## src/rtl/vram_ctrl_pkg.sv

```systemverilog
// constants for the controller that drives a 64k x 5 dual-port video dram
// assumes sys_clk at 50 MHz; all device timing is rounded to whole cycles
package vram_ctrl_pkg;
    localparam int  CLK_PERIOD_NS   = 20;
    localparam int  ADDR_W          = 8;
    localparam int  DATA_W          = 5;
    localparam int  ROWS            = 256;
    localparam int  FIFO_DEPTH      = 16;
    // strobe phase lengths, least times rounded up
    localparam int  T_ROW_SETUP_NS  = 40;
    localparam int  T_ROW_HOLD_NS   = 40;
    localparam int  T_COL_HOLD_NS   = 100;
    localparam int  T_PRECHARGE_NS  = 100;
    localparam int  ROW_SETUP_CYC   = (T_ROW_SETUP_NS + CLK_PERIOD_NS - 1) / CLK_PERIOD_NS;
    localparam int  ROW_HOLD_CYC    = (T_ROW_HOLD_NS + CLK_PERIOD_NS - 1) / CLK_PERIOD_NS;
    localparam int  COL_HOLD_CYC    = (T_COL_HOLD_NS + CLK_PERIOD_NS - 1) / CLK_PERIOD_NS;
    localparam int  PRECHARGE_CYC   = (T_PRECHARGE_NS + CLK_PERIOD_NS - 1) / CLK_PERIOD_NS;
    // refresh: 256 rows every 4 ms, longest spacing rounded down
    localparam int  REFRESH_MS      = 4;
    localparam int  REFRESH_GAP_CYC = (REFRESH_MS * 1000000 / CLK_PERIOD_NS) / ROWS;
    localparam logic [7:0] CNT_ONE  = 8'h01;

    typedef enum logic [1:0] {
        OP_READ,
        OP_WRITE,
        OP_LOAD_REG,
        OP_STORE_REG
    } op_type;

    typedef enum logic [2:0] {
        ST_IDLE,
        ST_ROW,
        ST_ROW_HOLD,
        ST_COL,
        ST_PRECHARGE
    } phase_type;
endpackage : vram_ctrl_pkg

```

## src/rtl/vram_fifo_if.sv

```systemverilog
// carrier between the controller and its write-data fifo
// assumes one clock domain; valid/ready handshake on both sides
`timescale 1ns/10ps
`default_nettype none
interface vram_fifo_if;
    logic [4:0] in_data;
    logic       in_valid;
    logic       in_ready;
    logic [4:0] out_data;
    logic       out_valid;
    logic       out_ready;
    modport fifo (input in_data, in_valid, out_ready, output in_ready, out_data, out_valid);
    modport user (output in_data, in_valid, out_ready, input in_ready, out_data, out_valid);
endinterface : vram_fifo_if
`default_nettype wire

```

## src/rtl/vram_ctrl.sv

```systemverilog
// host-side controller for a 64k x 5 dual-port video dram module
// assumes the module's pins wire straight to these ports, and that the
// user waits for cmd_ready before each command; sys_clk at 50 MHz
`timescale 1ns/10ps
`default_nettype none
module vram_ctrl
    import vram_ctrl_pkg::*;
(
    input  wire logic                                sys_clk,
    input  wire logic                                rst,
    // user command port
    input  wire logic                                cmd_valid,
    output logic                                     cmd_ready,
    input  wire vram_ctrl_pkg::op_type               cmd_op,
    input  wire logic [15:0]                         cmd_addr,
    input  wire logic [4:0]                          cmd_slice_mask,
    input  wire logic                                wr_valid,
    output logic                                     wr_ready,
    input  wire logic [4:0]                          wr_data,
    output logic                                     rd_valid,
    output logic [4:0]                               rd_data,
    output logic                                     refresh_busy,
    // device pins
    output logic [7:0]                               multiplexed_address,
    output logic                                     row_strobe_n,
    output logic [4:0]                               column_strobe_n,
    output logic                                     write_select_n,
    output logic                                     transfer_select_output_enable_n,
    input  wire logic [4:0]                          random_data_io_in,
    output logic [4:0]                               random_data_io_out,
    output logic                                     random_data_io_oe,
    output logic                                     serial_output_enable_n
);
    import vram_ctrl_pkg::*;

    //--------------------------------------------------------------
    // state
    //--------------------------------------------------------------
    typedef struct packed {
        phase_type   phase;
        op_type      op;
        logic        is_refresh;
        logic [15:0] addr;
        logic [4:0]  slices;
        logic [7:0]  cnt;
        logic [7:0]  ref_row;
        logic [17:0] ref_timer;
        logic        ref_due;
        logic [7:0]  a;
        logic        ras_n;
        logic [4:0]  cas_n;
        logic        we_n;
        logic        trqe_n;
        logic [4:0]  dq_out;
        logic        dq_oe;
        logic        rd_valid;
        logic [4:0]  rd_data;
        logic        cmd_ready;
    } ctrl_state_type;

    ctrl_state_type s_r;
    ctrl_state_type s_nxt;
    vram_fifo_if    wf();
    logic           start;
    logic           is_write;

    vram_fifo #(
        .WIDTH (DATA_W),
        .DEPTH (FIFO_DEPTH)
    ) u_wfifo (
        .sys_clk (sys_clk),
        .rst     (rst),
        .f       (wf.fifo)
    );

    assign wf.in_data  = wr_data;
    assign wf.in_valid = wr_valid;
    assign wr_ready    = wf.in_ready;
    // a write waits until its data is in the fifo, so the strobes never stall
    assign is_write    = (cmd_op == OP_WRITE);
    assign start       = cmd_valid && s_r.cmd_ready && !s_r.ref_due && (!is_write || wf.out_valid);
    assign wf.out_ready = (s_r.phase == ST_ROW_HOLD) && (s_r.cnt == CNT_ONE)
                          && (s_r.op == OP_WRITE) && !s_r.is_refresh;

    //--------------------------------------------------------------
    // next state
    //--------------------------------------------------------------
    always_comb
    begin
        s_nxt = s_r;
        s_nxt.rd_valid = 1'b0;
        case (s_r.phase)
            ST_IDLE:
            begin
                s_nxt.ras_n = 1'b1;
                s_nxt.cas_n = 5'h1f;
                s_nxt.dq_oe = 1'b0;
                if (s_r.ref_due)
                begin
                    // ras-only refresh of the next row, column strobes idle
                    s_nxt.is_refresh = 1'b1;
                    s_nxt.ref_due = 1'b0;
                    s_nxt.op = OP_READ;
                    s_nxt.a = s_r.ref_row;
                    s_nxt.ref_row = s_r.ref_row + 8'h01;
                    s_nxt.we_n = 1'b1;
                    s_nxt.trqe_n = 1'b1;
                    s_nxt.cmd_ready = 1'b0;
                    s_nxt.cnt = 8'(ROW_SETUP_CYC);
                    s_nxt.phase = ST_ROW;
                end
                else if (start)
                begin
                    s_nxt.is_refresh = 1'b0;
                    s_nxt.op = cmd_op;
                    s_nxt.addr = cmd_addr;
                    s_nxt.slices = cmd_slice_mask;
                    s_nxt.a = cmd_addr[15:8];
                    // transfer cycles take the enable pin low before row fall
                    s_nxt.trqe_n = !(cmd_op == OP_LOAD_REG || cmd_op == OP_STORE_REG);
                    // direction: low stores registers into the row
                    s_nxt.we_n = !(cmd_op == OP_STORE_REG);
                    s_nxt.cmd_ready = 1'b0;
                    s_nxt.cnt = 8'(ROW_SETUP_CYC);
                    s_nxt.phase = ST_ROW;
                end
            end
            ST_ROW:
            begin
                s_nxt.cnt = s_r.cnt - 8'h01;
                if (s_r.cnt == CNT_ONE)
                begin
                    s_nxt.ras_n = 1'b0;
                    s_nxt.cnt = 8'(ROW_HOLD_CYC);
                    s_nxt.phase = s_r.is_refresh ? ST_COL : ST_ROW_HOLD;
                end
            end
            ST_ROW_HOLD:
            begin
                s_nxt.cnt = s_r.cnt - 8'h01;
                if (s_r.cnt == CNT_ONE)
                begin
                    s_nxt.a = s_r.addr[7:0];
                    if (s_r.op == OP_WRITE)
                    begin
                        // early write: select and data settle before column fall
                        s_nxt.we_n = 1'b0;
                        s_nxt.dq_out = wf.out_data;
                        s_nxt.dq_oe = 1'b1;
                    end
                    else if (s_r.op == OP_READ)
                    begin
                        s_nxt.we_n = 1'b1;
                        s_nxt.trqe_n = 1'b1;
                    end
                    s_nxt.cnt = 8'(COL_HOLD_CYC);
                    s_nxt.phase = ST_COL;
                end
            end
            ST_COL:
            begin
                s_nxt.cnt = s_r.cnt - 8'h01;
                // strobe only after the column bits have stood a cycle
                if (s_r.cnt == 8'(COL_HOLD_CYC) && !s_r.is_refresh)
                    s_nxt.cas_n = ~s_r.slices;
                if (s_r.op == OP_READ && !s_r.is_refresh && s_r.cnt == 8'h02)
                    s_nxt.trqe_n = 1'b0;
                if (s_r.cnt == CNT_ONE)
                begin
                    if (s_r.op == OP_READ && !s_r.is_refresh)
                    begin
                        // data out is unlatched: sample before strobes rise
                        s_nxt.rd_valid = 1'b1;
                        s_nxt.rd_data = random_data_io_in;
                    end
                    s_nxt.ras_n = 1'b1;
                    s_nxt.cas_n = 5'h1f;
                    s_nxt.trqe_n = 1'b1;
                    s_nxt.we_n = 1'b1;
                    s_nxt.dq_oe = 1'b0;
                    s_nxt.cnt = 8'(PRECHARGE_CYC);
                    s_nxt.phase = ST_PRECHARGE;
                end
            end
            ST_PRECHARGE:
            begin
                s_nxt.cnt = s_r.cnt - 8'h01;
                if (s_r.cnt == CNT_ONE)
                begin
                    s_nxt.is_refresh = 1'b0;
                    s_nxt.cmd_ready = 1'b1;
                    s_nxt.phase = ST_IDLE;
                end
            end
            default:
                s_nxt.phase = ST_IDLE;
        endcase
        // tick after the idle clear, so a new tick is never lost to a take
        s_nxt.ref_timer = s_r.ref_timer + 18'h00001;
        if (s_r.ref_timer == 18'(REFRESH_GAP_CYC - 1))
        begin
            s_nxt.ref_timer = '0;
            s_nxt.ref_due = 1'b1;
        end
        // a pending refresh holds off new commands
        if (s_nxt.ref_due)
            s_nxt.cmd_ready = 1'b0;
        else if (s_nxt.phase == ST_IDLE)
            s_nxt.cmd_ready = 1'b1;
    end

    //--------------------------------------------------------------
    // registers
    //--------------------------------------------------------------
    always_ff @(posedge sys_clk)
    begin
        if (rst)
        begin
            s_r <= '0;
            s_r.phase <= ST_IDLE;
            s_r.ras_n <= 1'b1;
            s_r.cas_n <= 5'h1f;
            s_r.we_n <= 1'b1;
            s_r.trqe_n <= 1'b1;
        end
        else
            s_r <= s_nxt;
    end

    assign cmd_ready                       = s_r.cmd_ready;
    assign rd_valid                        = s_r.rd_valid;
    assign rd_data                         = s_r.rd_data;
    assign refresh_busy                    = s_r.is_refresh;
    assign multiplexed_address             = s_r.a;
    assign row_strobe_n                    = s_r.ras_n;
    assign column_strobe_n                 = s_r.cas_n;
    assign write_select_n                  = s_r.we_n;
    assign transfer_select_output_enable_n = s_r.trqe_n;
    assign random_data_io_out              = s_r.dq_out;
    assign random_data_io_oe               = s_r.dq_oe;
    // serial outputs kept enabled; a bank multiplexer would steer this
    assign serial_output_enable_n          = 1'b0;
endmodule : vram_ctrl
`default_nettype wire

```

## src/rtl/vram_fifo.sv

```systemverilog
// small synchronous fifo of flip-flops for write data
// assumes single clock, synchronous active-high reset
`timescale 1ns/10ps
`default_nettype none
module vram_fifo #(
    parameter int WIDTH = 5,
    parameter int DEPTH = 16
) (
    input  wire logic sys_clk,
    input  wire logic rst,
    vram_fifo_if.fifo f
);
    localparam int AW = $clog2(DEPTH);

    typedef struct packed {
        logic [AW-1:0] wr_ptr;
        logic [AW-1:0] rd_ptr;
        logic [AW:0]   count;
        logic          full;
    } fifo_state_type;

    fifo_state_type    s_r;
    fifo_state_type    s_nxt;
    logic [WIDTH-1:0]  mem_r [DEPTH];
    logic              push;
    logic              pop;

    // full kept as its own flop so ready leaves the block straight from a register
    assign f.in_ready  = !s_r.full;
    assign f.out_valid = (s_r.count != '0);
    assign f.out_data  = mem_r[s_r.rd_ptr];
    assign push        = f.in_valid && f.in_ready;
    assign pop         = f.out_valid && f.out_ready;

    always_comb
    begin
        s_nxt = s_r;
        if (push)
            s_nxt.wr_ptr = s_r.wr_ptr + 1'b1;
        if (pop)
            s_nxt.rd_ptr = s_r.rd_ptr + 1'b1;
        s_nxt.count = s_r.count + (AW+1)'(push) - (AW+1)'(pop);
        s_nxt.full = (s_nxt.count == (AW+1)'(DEPTH));
    end

    always_ff @(posedge sys_clk)
    begin
        if (rst)
            s_r <= '0;
        else
            s_r <= s_nxt;
        if (push)
            mem_r[s_r.wr_ptr] <= f.in_data;
    end
endmodule : vram_fifo
`default_nettype wire

```

## config.mk

```make
export PLATFORM = sky130hd
export DESIGN_NAME = vram_ctrl
export DESIGN_NICKNAME = d
export VERILOG_FILES = /design/src/rtl/vram_ctrl_pkg.sv /design/src/rtl/vram_fifo_if.sv /design/src/rtl/vram_ctrl.sv /design/src/rtl/vram_fifo.sv
export SDC_FILE = /design/constraint.sdc
export NUM_CORES = 1
export LEC_CHECK = 0
export BUFFER_PORTS_ARGS = -buffer_cell sky130_fd_sc_hd__buf_2
export CAP_MARGIN = 20
export CORE_ASPECT_RATIO = 1.25
export CORE_MARGIN = 5
export CORE_UTILIZATION = 25
export DETAILED_ROUTE_END_ITERATION = 8
export SYNTH_ARGS = -nofsm -noshare
export SYNTH_HDL_FRONTEND = slang
export SYNTH_SLANG_ARGS = --single-unit
```

## constraint.sdc

```tcl
create_clock -name sys_clk -period 4.5 [get_ports sys_clk]
set_input_delay 0.9 -clock sys_clk [delete_from_list [all_inputs] [get_ports sys_clk]]
set_output_delay 0.9 -clock sys_clk [all_outputs]
set_load 0.03 [all_outputs]
```

==> flow_metrics.py, run 1 <==
metrics = {
    "setup_path": {
        "reg2reg_from": "s_r[89]",
        "crit_family": "simple AND/OR/NAND/NOR gates",
        "cp-end-kind": "flop",
        "endpoint": "u_wfifo.s_r[0]",
        "cpPeakStageDelay_ns": 0.70,
        "slowest_stage": "or3b_2",
        "startpoint": "s_r[89]",
        "critPathLaunchType": "flop",
        "cp_max_fo": 21,
        "critPathRequiredTime_ns": 4.86,
        "crit_cells": 9,
        "ff2ff_path_depth": 9,
        "reg2reg_slack_ns": 0.86,
        "r2r-end": "u_wfifo.s_r[0]",
        "crit_arrival_ns": 4.00,
        "path_class": "flop to flop",
        "worstPathCellList": "or3b_2 -> or3_1 -> or4_1 -> fa_1 -> a21oi_1 -> nor2_1 -> or3_1 -> a21oi_1 -> and4_1",
        "worst-path-buf-inv": 0,
    },
    "routing": {
        "wl_um": 17600,
        "first_pass_iters": 4,
        "wl_per_cell_um": 15.0,
        "first_iter_violations": 266,
        "vias": 5163,
        "drc_errors": 0,
        "viasPerCell": 4.39,
        "ant_nets": 0,
    },
    "finish": {
        "final_nets": 804,
        "diodes": 0,
        "mostFrequentLayoutCells": "dfxtp_1, nor2_1, edfxtp_1",
        "area_growth_pct": 14.4,
        "drive_gt1_frac": 0.183,
        "final_cell_area_um2": 9220,
        "stdcell_count": 1175,
        "final_core_util": 0.290,
        "layout_commonest_cell": "dfxtp_1",
    },
    "synthesis": {
        "ys_seq_area_frac": 0.549,
        "synth_top_area_share": 0.298,
        "synth_edf_count": 80,
        "synthCells": 719,
        "ys_warn_count": 0,
        "ys_ff_latch": 181,
        "async_flop_share": 0,
        "synth-main-ff-cell": "dfxtp_1",
        "yosysTopAreaCell": "edfxtp_1",
        "synth_area_leaders": "edfxtp_1, dfxtp_1, mux4_2, nor2_1, mux2i_1",
        "netlist_area_um2": 8060,
        "syn_nets": 773,
        "syn_avg_cell_area_um2": 11.2,
        "yosys.cell_types.count": 63,
    },
    "die": {
        "core_area_um2": 31800,
        "die_h_um": 211,
        "die_w_um": 171,
        "die_area_um2": 35900,
        "start_util": 0.254,
        "io_pins": 69,
        "core.rowCount": 73,
    },
    "placement": {
        "dp_slack_ns": 0.907,
        "dpl.cell_count": 1142,
        "globalplace.congestion": 0.781,
        "place_area_um2": 8600,
        "hpwl_um": 12800,
        "port_buffers": 67,
    },
    "global_route": {
        "grt_max_degree": 50,
        "antenna_found_initial": 0,
        "grt_pass1_vias": 5257,
        "grt_pass1_wl_um": 28100,
        "grtUsageTotal": 0.0995,
        "gr-total-overflow": 0,
    },
    "clock_tree": {
        "htreeDepth": 4,
        "cts-root-buf": "clkbuf_16",
        "clock_sinks": 181,
        "tritoncts": "yes",
        "clkLatencyLatePin_ns": 0.43,
        "clkTransAtPathRegs_ns": 0.07,
        "cts_resized": 0,
        "cts_setup_buffers": 0,
        "clk_path_buf_depth": 2,
        "cts_made_buffers": 17,
        "cts_hold_buf": 0,
    },
    "timing": {
        "finalSetupTns_ns": 0,
        "hold_violations": 0,
        "post-route-period-util": 0.808,
        "slew_headroom": 0.407,
        "rsz0062_at_grt": "false",
        "fin_worst_skew_ns": 0.0190,
        "finalSetupViolCount": 0,
        "fmax_mhz": 275,
        "period_minus_slack_ns": 3.64,
        "fin_ws_ns": 0.863,
        "slew_viol_final": 0,
        "holdWs_ns": 0.470,
        "tightest_slew_ns": 0.888,
    },
    "power": {
        "switching_share": 0.297,
        "cellPowerDensity_nw_per_um2": 472,
        "switchingPower_mw": 1.29,
        "seqPwrFrac": 0.448,
        "internal-power_mw": 3.06,
        "pwr-share-clk": 0.346,
        "p_comb_frac": 0.206,
        "leakage_nw": 3.19,
        "fin_total_pwr_mw": 4.35,
        "irDropWorstVdd_mv": 0.216,
    },
    "hold_path": {
        "holdCritPathClass": "flop to flop",
    },
    "run_status": {
        "status": "completed",
    },
    "flow_run": {
        "cap_violations": 0,
    },
}
[layout make-up]
class	instances	area, µm²
fill	3300	22600
sequential	181	4420
multi-input combinational	461	3220
tap	412	515
clock buffer	19	433
timing repair buffer	74	408
clock inverter	13	154
inverter	15	56.3
[worst register-to-register path, cell delays in order, from the launching register on]
cell	delay, ns
dfxtp_1	0.59
or3b_2	0.70
or3_1	0.37
or4_1	0.50
fa_1	0.46
a21oi_1	0.18
nor2_1	0.06
or3_1	0.34
a21oi_1	0.16
and4_1	0.20
[routing by layer]
layer / GRT usage / wire, µm / vias up
met1: 0.117 / 7530 / 2468
met4: 0.0281 / 174 / 0
met2: 0.181 / 9430 / 67
met3: 0.0212 / 492 / 11
met5: 0 / 0 / -
li1: - / - / 2617
[kinds of logic (layout without fill, tap and decap cells)]
family	after synthesis	after routing	synth area share
other	1	1	0.000465
and+or+nand+nor	256	256	0.160
xor gates and xnor gates	31	31	0.0337
muxes	57	57	0.102
adders and majority gates	17	17	0.0273
AOI/OAI and AO/OA	99	99	0.0769
DFF	181	181	0.549
buffers and inverters	77	121	0.0508
[power groups by stage]
stage / registers [mW] / logic, mW / clock network, mW
final: 1.95 / 0.896 / 1.50
after global routing: 1.97 / 1.00 / 1.62
after CTS: 1.95 / 0.907 / 1.55
after detailed placement: 1.99 / 0.899 / 0
after global placement: 1.98 / 0.890 / 0
after floorplan: 1.96 / 0.713 / 0
[synth_stat cells, types with 3 or more instances]
cell type and n:
buf_1 4, xor2_1 22, nor4_1 7, nor2b_1 11, xnor2_1 9, ha_1 16, a31oi_1 3, o21ai_0 21
or2_2 3, inv_1 15, nand2_1 39, buf_4 26, nand2b_1 11, nor2_1 100, buf_2 3, mux4_2 20
edfxtp_1 80, nand3_1 30, o31ai_1 3, a21oi_1 45, a22oi_1 6, and3_1 5, clkbuf_1 26, dfxtp_1 101
nand4_1 10, and4_1 3, or3_1 8, nor3_1 10, mux2i_1 37
[flip-flops by register name (all words and copies together) (netlist names), 5 cells and up, named ones only]
signal	flops
column_strobe_n	5
multiplexed_address	8
random_data_io_out	5
rd_data	5
s_r	53
u_wfifo.mem_r	80
u_wfifo.s_r	14
[how the worst min path moves through the flow]
stage | end | startpoint | cells past startpoint
after CTS | multiplexed_address[3] | multiplexed_address[3] | 2
after detailed placement | multiplexed_address[3] | multiplexed_address[3] | 2
after floorplan | s_r[30] | s_r[30] | 1
after global placement | column_strobe_n[3] | column_strobe_n[3] | 2
after global routing | multiplexed_address[3] | multiplexed_address[3] | 2
final | multiplexed_address[3] | multiplexed_address[3] | 2
Power figures use the tool's default switching activity.
==> run 2, diff against run 1 <==
==> constraint.sdc (replaced) <==
create_clock -name sys_clk -period 3.2 [get_ports sys_clk]
set_input_delay 0.64 -clock sys_clk [delete_from_list [all_inputs] [get_ports sys_clk]]
set_output_delay 0.64 -clock sys_clk [all_outputs]
set_load 0.03 [all_outputs]
==> run 2 against run 1 <==
  * Setup slack worse by 0.75 ns
  * First-iteration DRC count is 32% higher
  * Via count is 4.4% higher
  * Critical path type unchanged
  * Global-route usage is 0.31 points higher
  * Die area stayed put
==> flow_metrics.py, run 2 (same netlist as run 1, synthesis figures left out) <==
metrics = {
    "finish": {
        "largest_register_ffs": 80,
        "area_growth_pct": 17.4,
        "regMostFlops": "u_wfifo.mem_r",
        "stdcell_count": 1196,
        "drive_gt1_frac": 0.230,
        "final_nets": 825,
        "largestRegisters": "u_wfifo.mem_r: 80 flops, s_r: 53 flops, u_wfifo.s_r: 14 flops",
        "final_cell_area_um2": 9460,
        "mostFrequentLayoutCells": "nor2_1, dfxtp_1, edfxtp_1",
        "diodes": 0,
    },
    "clock_tree": {
        "cts_made_buffers": 17,
        "clkLatencyLatePin_ns": 0.43,
        "clk_path_buf_depth": 2,
        "cts-root-buf": "clkbuf_16",
        "tritoncts": "yes",
        "cts_hold_buf": 0,
        "clock_sinks": 181,
        "htreeDepth": 4,
        "clkTransAtPathRegs_ns": 0.07,
    },
    "power": {
        "pwr-share-clk": 0.334,
        "switchingPower_mw": 1.91,
        "switching_share": 0.300,
        "seqPwrFrac": 0.428,
        "leakage_nw": 3.32,
        "p_comb_frac": 0.238,
        "irDropWorstVdd_mv": 0.293,
        "internal-power_mw": 4.45,
        "cellPowerDensity_nw_per_um2": 672,
    },
    "setup_path": {
        "reg2reg_from": "s_r[57]",
        "reg2reg_slack_ns": 0.11,
        "startpoint": "s_r[57]",
        "critPathLaunchType": "flop",
        "crit_arrival_ns": 3.46,
        "r2r-end": "u_wfifo.s_r[0]",
        "critPathRequiredTime_ns": 3.57,
        "endpoint": "u_wfifo.s_r[0]",
        "path_class": "flop to flop",
        "cp_max_fo": 3,
        "ff2ff_path_depth": 14,
        "cp-end-kind": "flop",
    },
    "die": {
        "start_util": 0.254,
        "core_area_um2": 31800,
        "die_h_um": 211,
        "die_w_um": 171,
        "die_area_um2": 35900,
        "io_pins": 69,
        "core.rowCount": 73,
    },
    "routing": {
        "wl_um": 18400,
        "drc_errors": 0,
        "wl_per_cell_um": 15.4,
        "vias": 5391,
        "viasPerCell": 4.51,
        "first_iter_violations": 352,
        "ant_nets": 0,
        "first_pass_iters": 5,
    },
    "placement": {
        "hpwl_um": 13100,
        "dpl.cell_count": 1158,
        "port_buffers": 67,
        "globalplace.congestion": 0.776,
        "place_area_um2": 8740,
    },
    "timing": {
        "post-route-period-util": 0.965,
        "holdWs_ns": 0.451,
        "finalSetupViolCount": 0,
        "finalSetupTns_ns": 0,
        "hold_violations": 0,
        "slew_headroom": 0.348,
        "slew_viol_final": 0,
        "period_minus_slack_ns": 3.09,
        "fin_worst_skew_ns": 0.0106,
        "fmax_mhz": 324,
        "tightest_slew_ns": 0.976,
    },
    "global_route": {
        "grt_pass1_vias": 5407,
        "antenna_found_initial": 0,
        "gr-total-overflow": 0,
        "grtUsageTotal": 0.103,
        "grt_pass1_wl_um": 29100,
        "grt_max_degree": 31,
    },
    "run_status": {
        "status": "completed",
    },
    "flow_run": {
        "cap_violations": 0,
    },
    "hold_path": {
        "holdCritPathClass": "input port to flop",
    },
}
run 2: cell types whose count changed in the layout (fill, tap and decap cells not counted), moves of 3 or more:
cell	previous run	this run
buf_4	6	27
clkbuf_8	0	5
clkinv_4	0	3
clkinvlp_2	3	0
run 2: repair_timing:
item	4_1_cts	5_1_grt
gates resized for setup	0	17
setup buffers	0	6
setup endpoints to repair	0	2
endpoints found under the hold margin	0	0
run 2: metrics by stage:
step                power, mW  utilization  setup WS, ns
finish                   6.36        0.298         0.113
detailed placement       4.15        0.275         0.106
global placement         4.13        0.275         0.171
floorplan                3.77            -        0.0205
CTS                      6.30        0.294        0.0679
global route             6.69        0.298       -0.0590
run 2: area by class of cell:
cell class | count | area (µm²)
flip-flops and latches | 181 | 4430
well taps | 412 | 515
clock inverters | 8 | 86.3
fillers | 3281 | 22300
clock buffers | 24 | 524
repair buffers | 95 | 558
multi-input cells | 461 | 3290
inverters | 15 | 58.8
run 2: critical path: stages (launching register included):
cell and delay, ns:
dfxtp_4 0.35, inv_4 0.07, ha_4 0.14, or3b_4 0.41, nor4_4 0.31, nand2_2 0.10, nand2_2 0.08, nand2_2 0.07
ha_4 0.16, fa_2 0.40, a21oi_2 0.15, nor2_2 0.06, or3_4 0.36, a21oi_2 0.15, and4_1 0.21
run 2: worst min path at each step:
stage / end / cells past startpoint / start / slack (ns)
6_report: s_r[68] / 3 / cmd_slice_mask[4] / 0.45
5_1_grt: s_r[66] / 3 / cmd_slice_mask[2] / 0.45
4_1_cts: s_r[68] / 3 / cmd_slice_mask[4] / 0.43
3_5_place_dp: row_strobe_n / 1 / row_strobe_n / 0.44
3_3_place_gp: column_strobe_n[3] / 2 / column_strobe_n[3] / 0.46
2_1_floorplan: s_r[30] / 1 / s_r[30] / 0.44
run 2: routing by layer:
layer,vias to the layer above,part of all wire,routed length (µm),GRT usage
li1,2649,-,-,-
met1,2622,0.42,7820,0.121
met2,96,0.52,9640,0.182
met3,24,0.031,568,0.0197
met4,0,0.022,411,0.0419
met5,-,0,0,0
run 2: power groups by stage:
stage / clock network [mW] / registers [mW] / logic (mW)
final: 2.12 / 2.72 / 1.51
after global routing: 2.29 / 2.75 / 1.65
after CTS: 2.19 / 2.71 / 1.40
after detailed placement: 0 / 2.76 / 1.39
after global placement: 0 / 2.75 / 1.38
after floorplan: 0 / 2.75 / 1.02
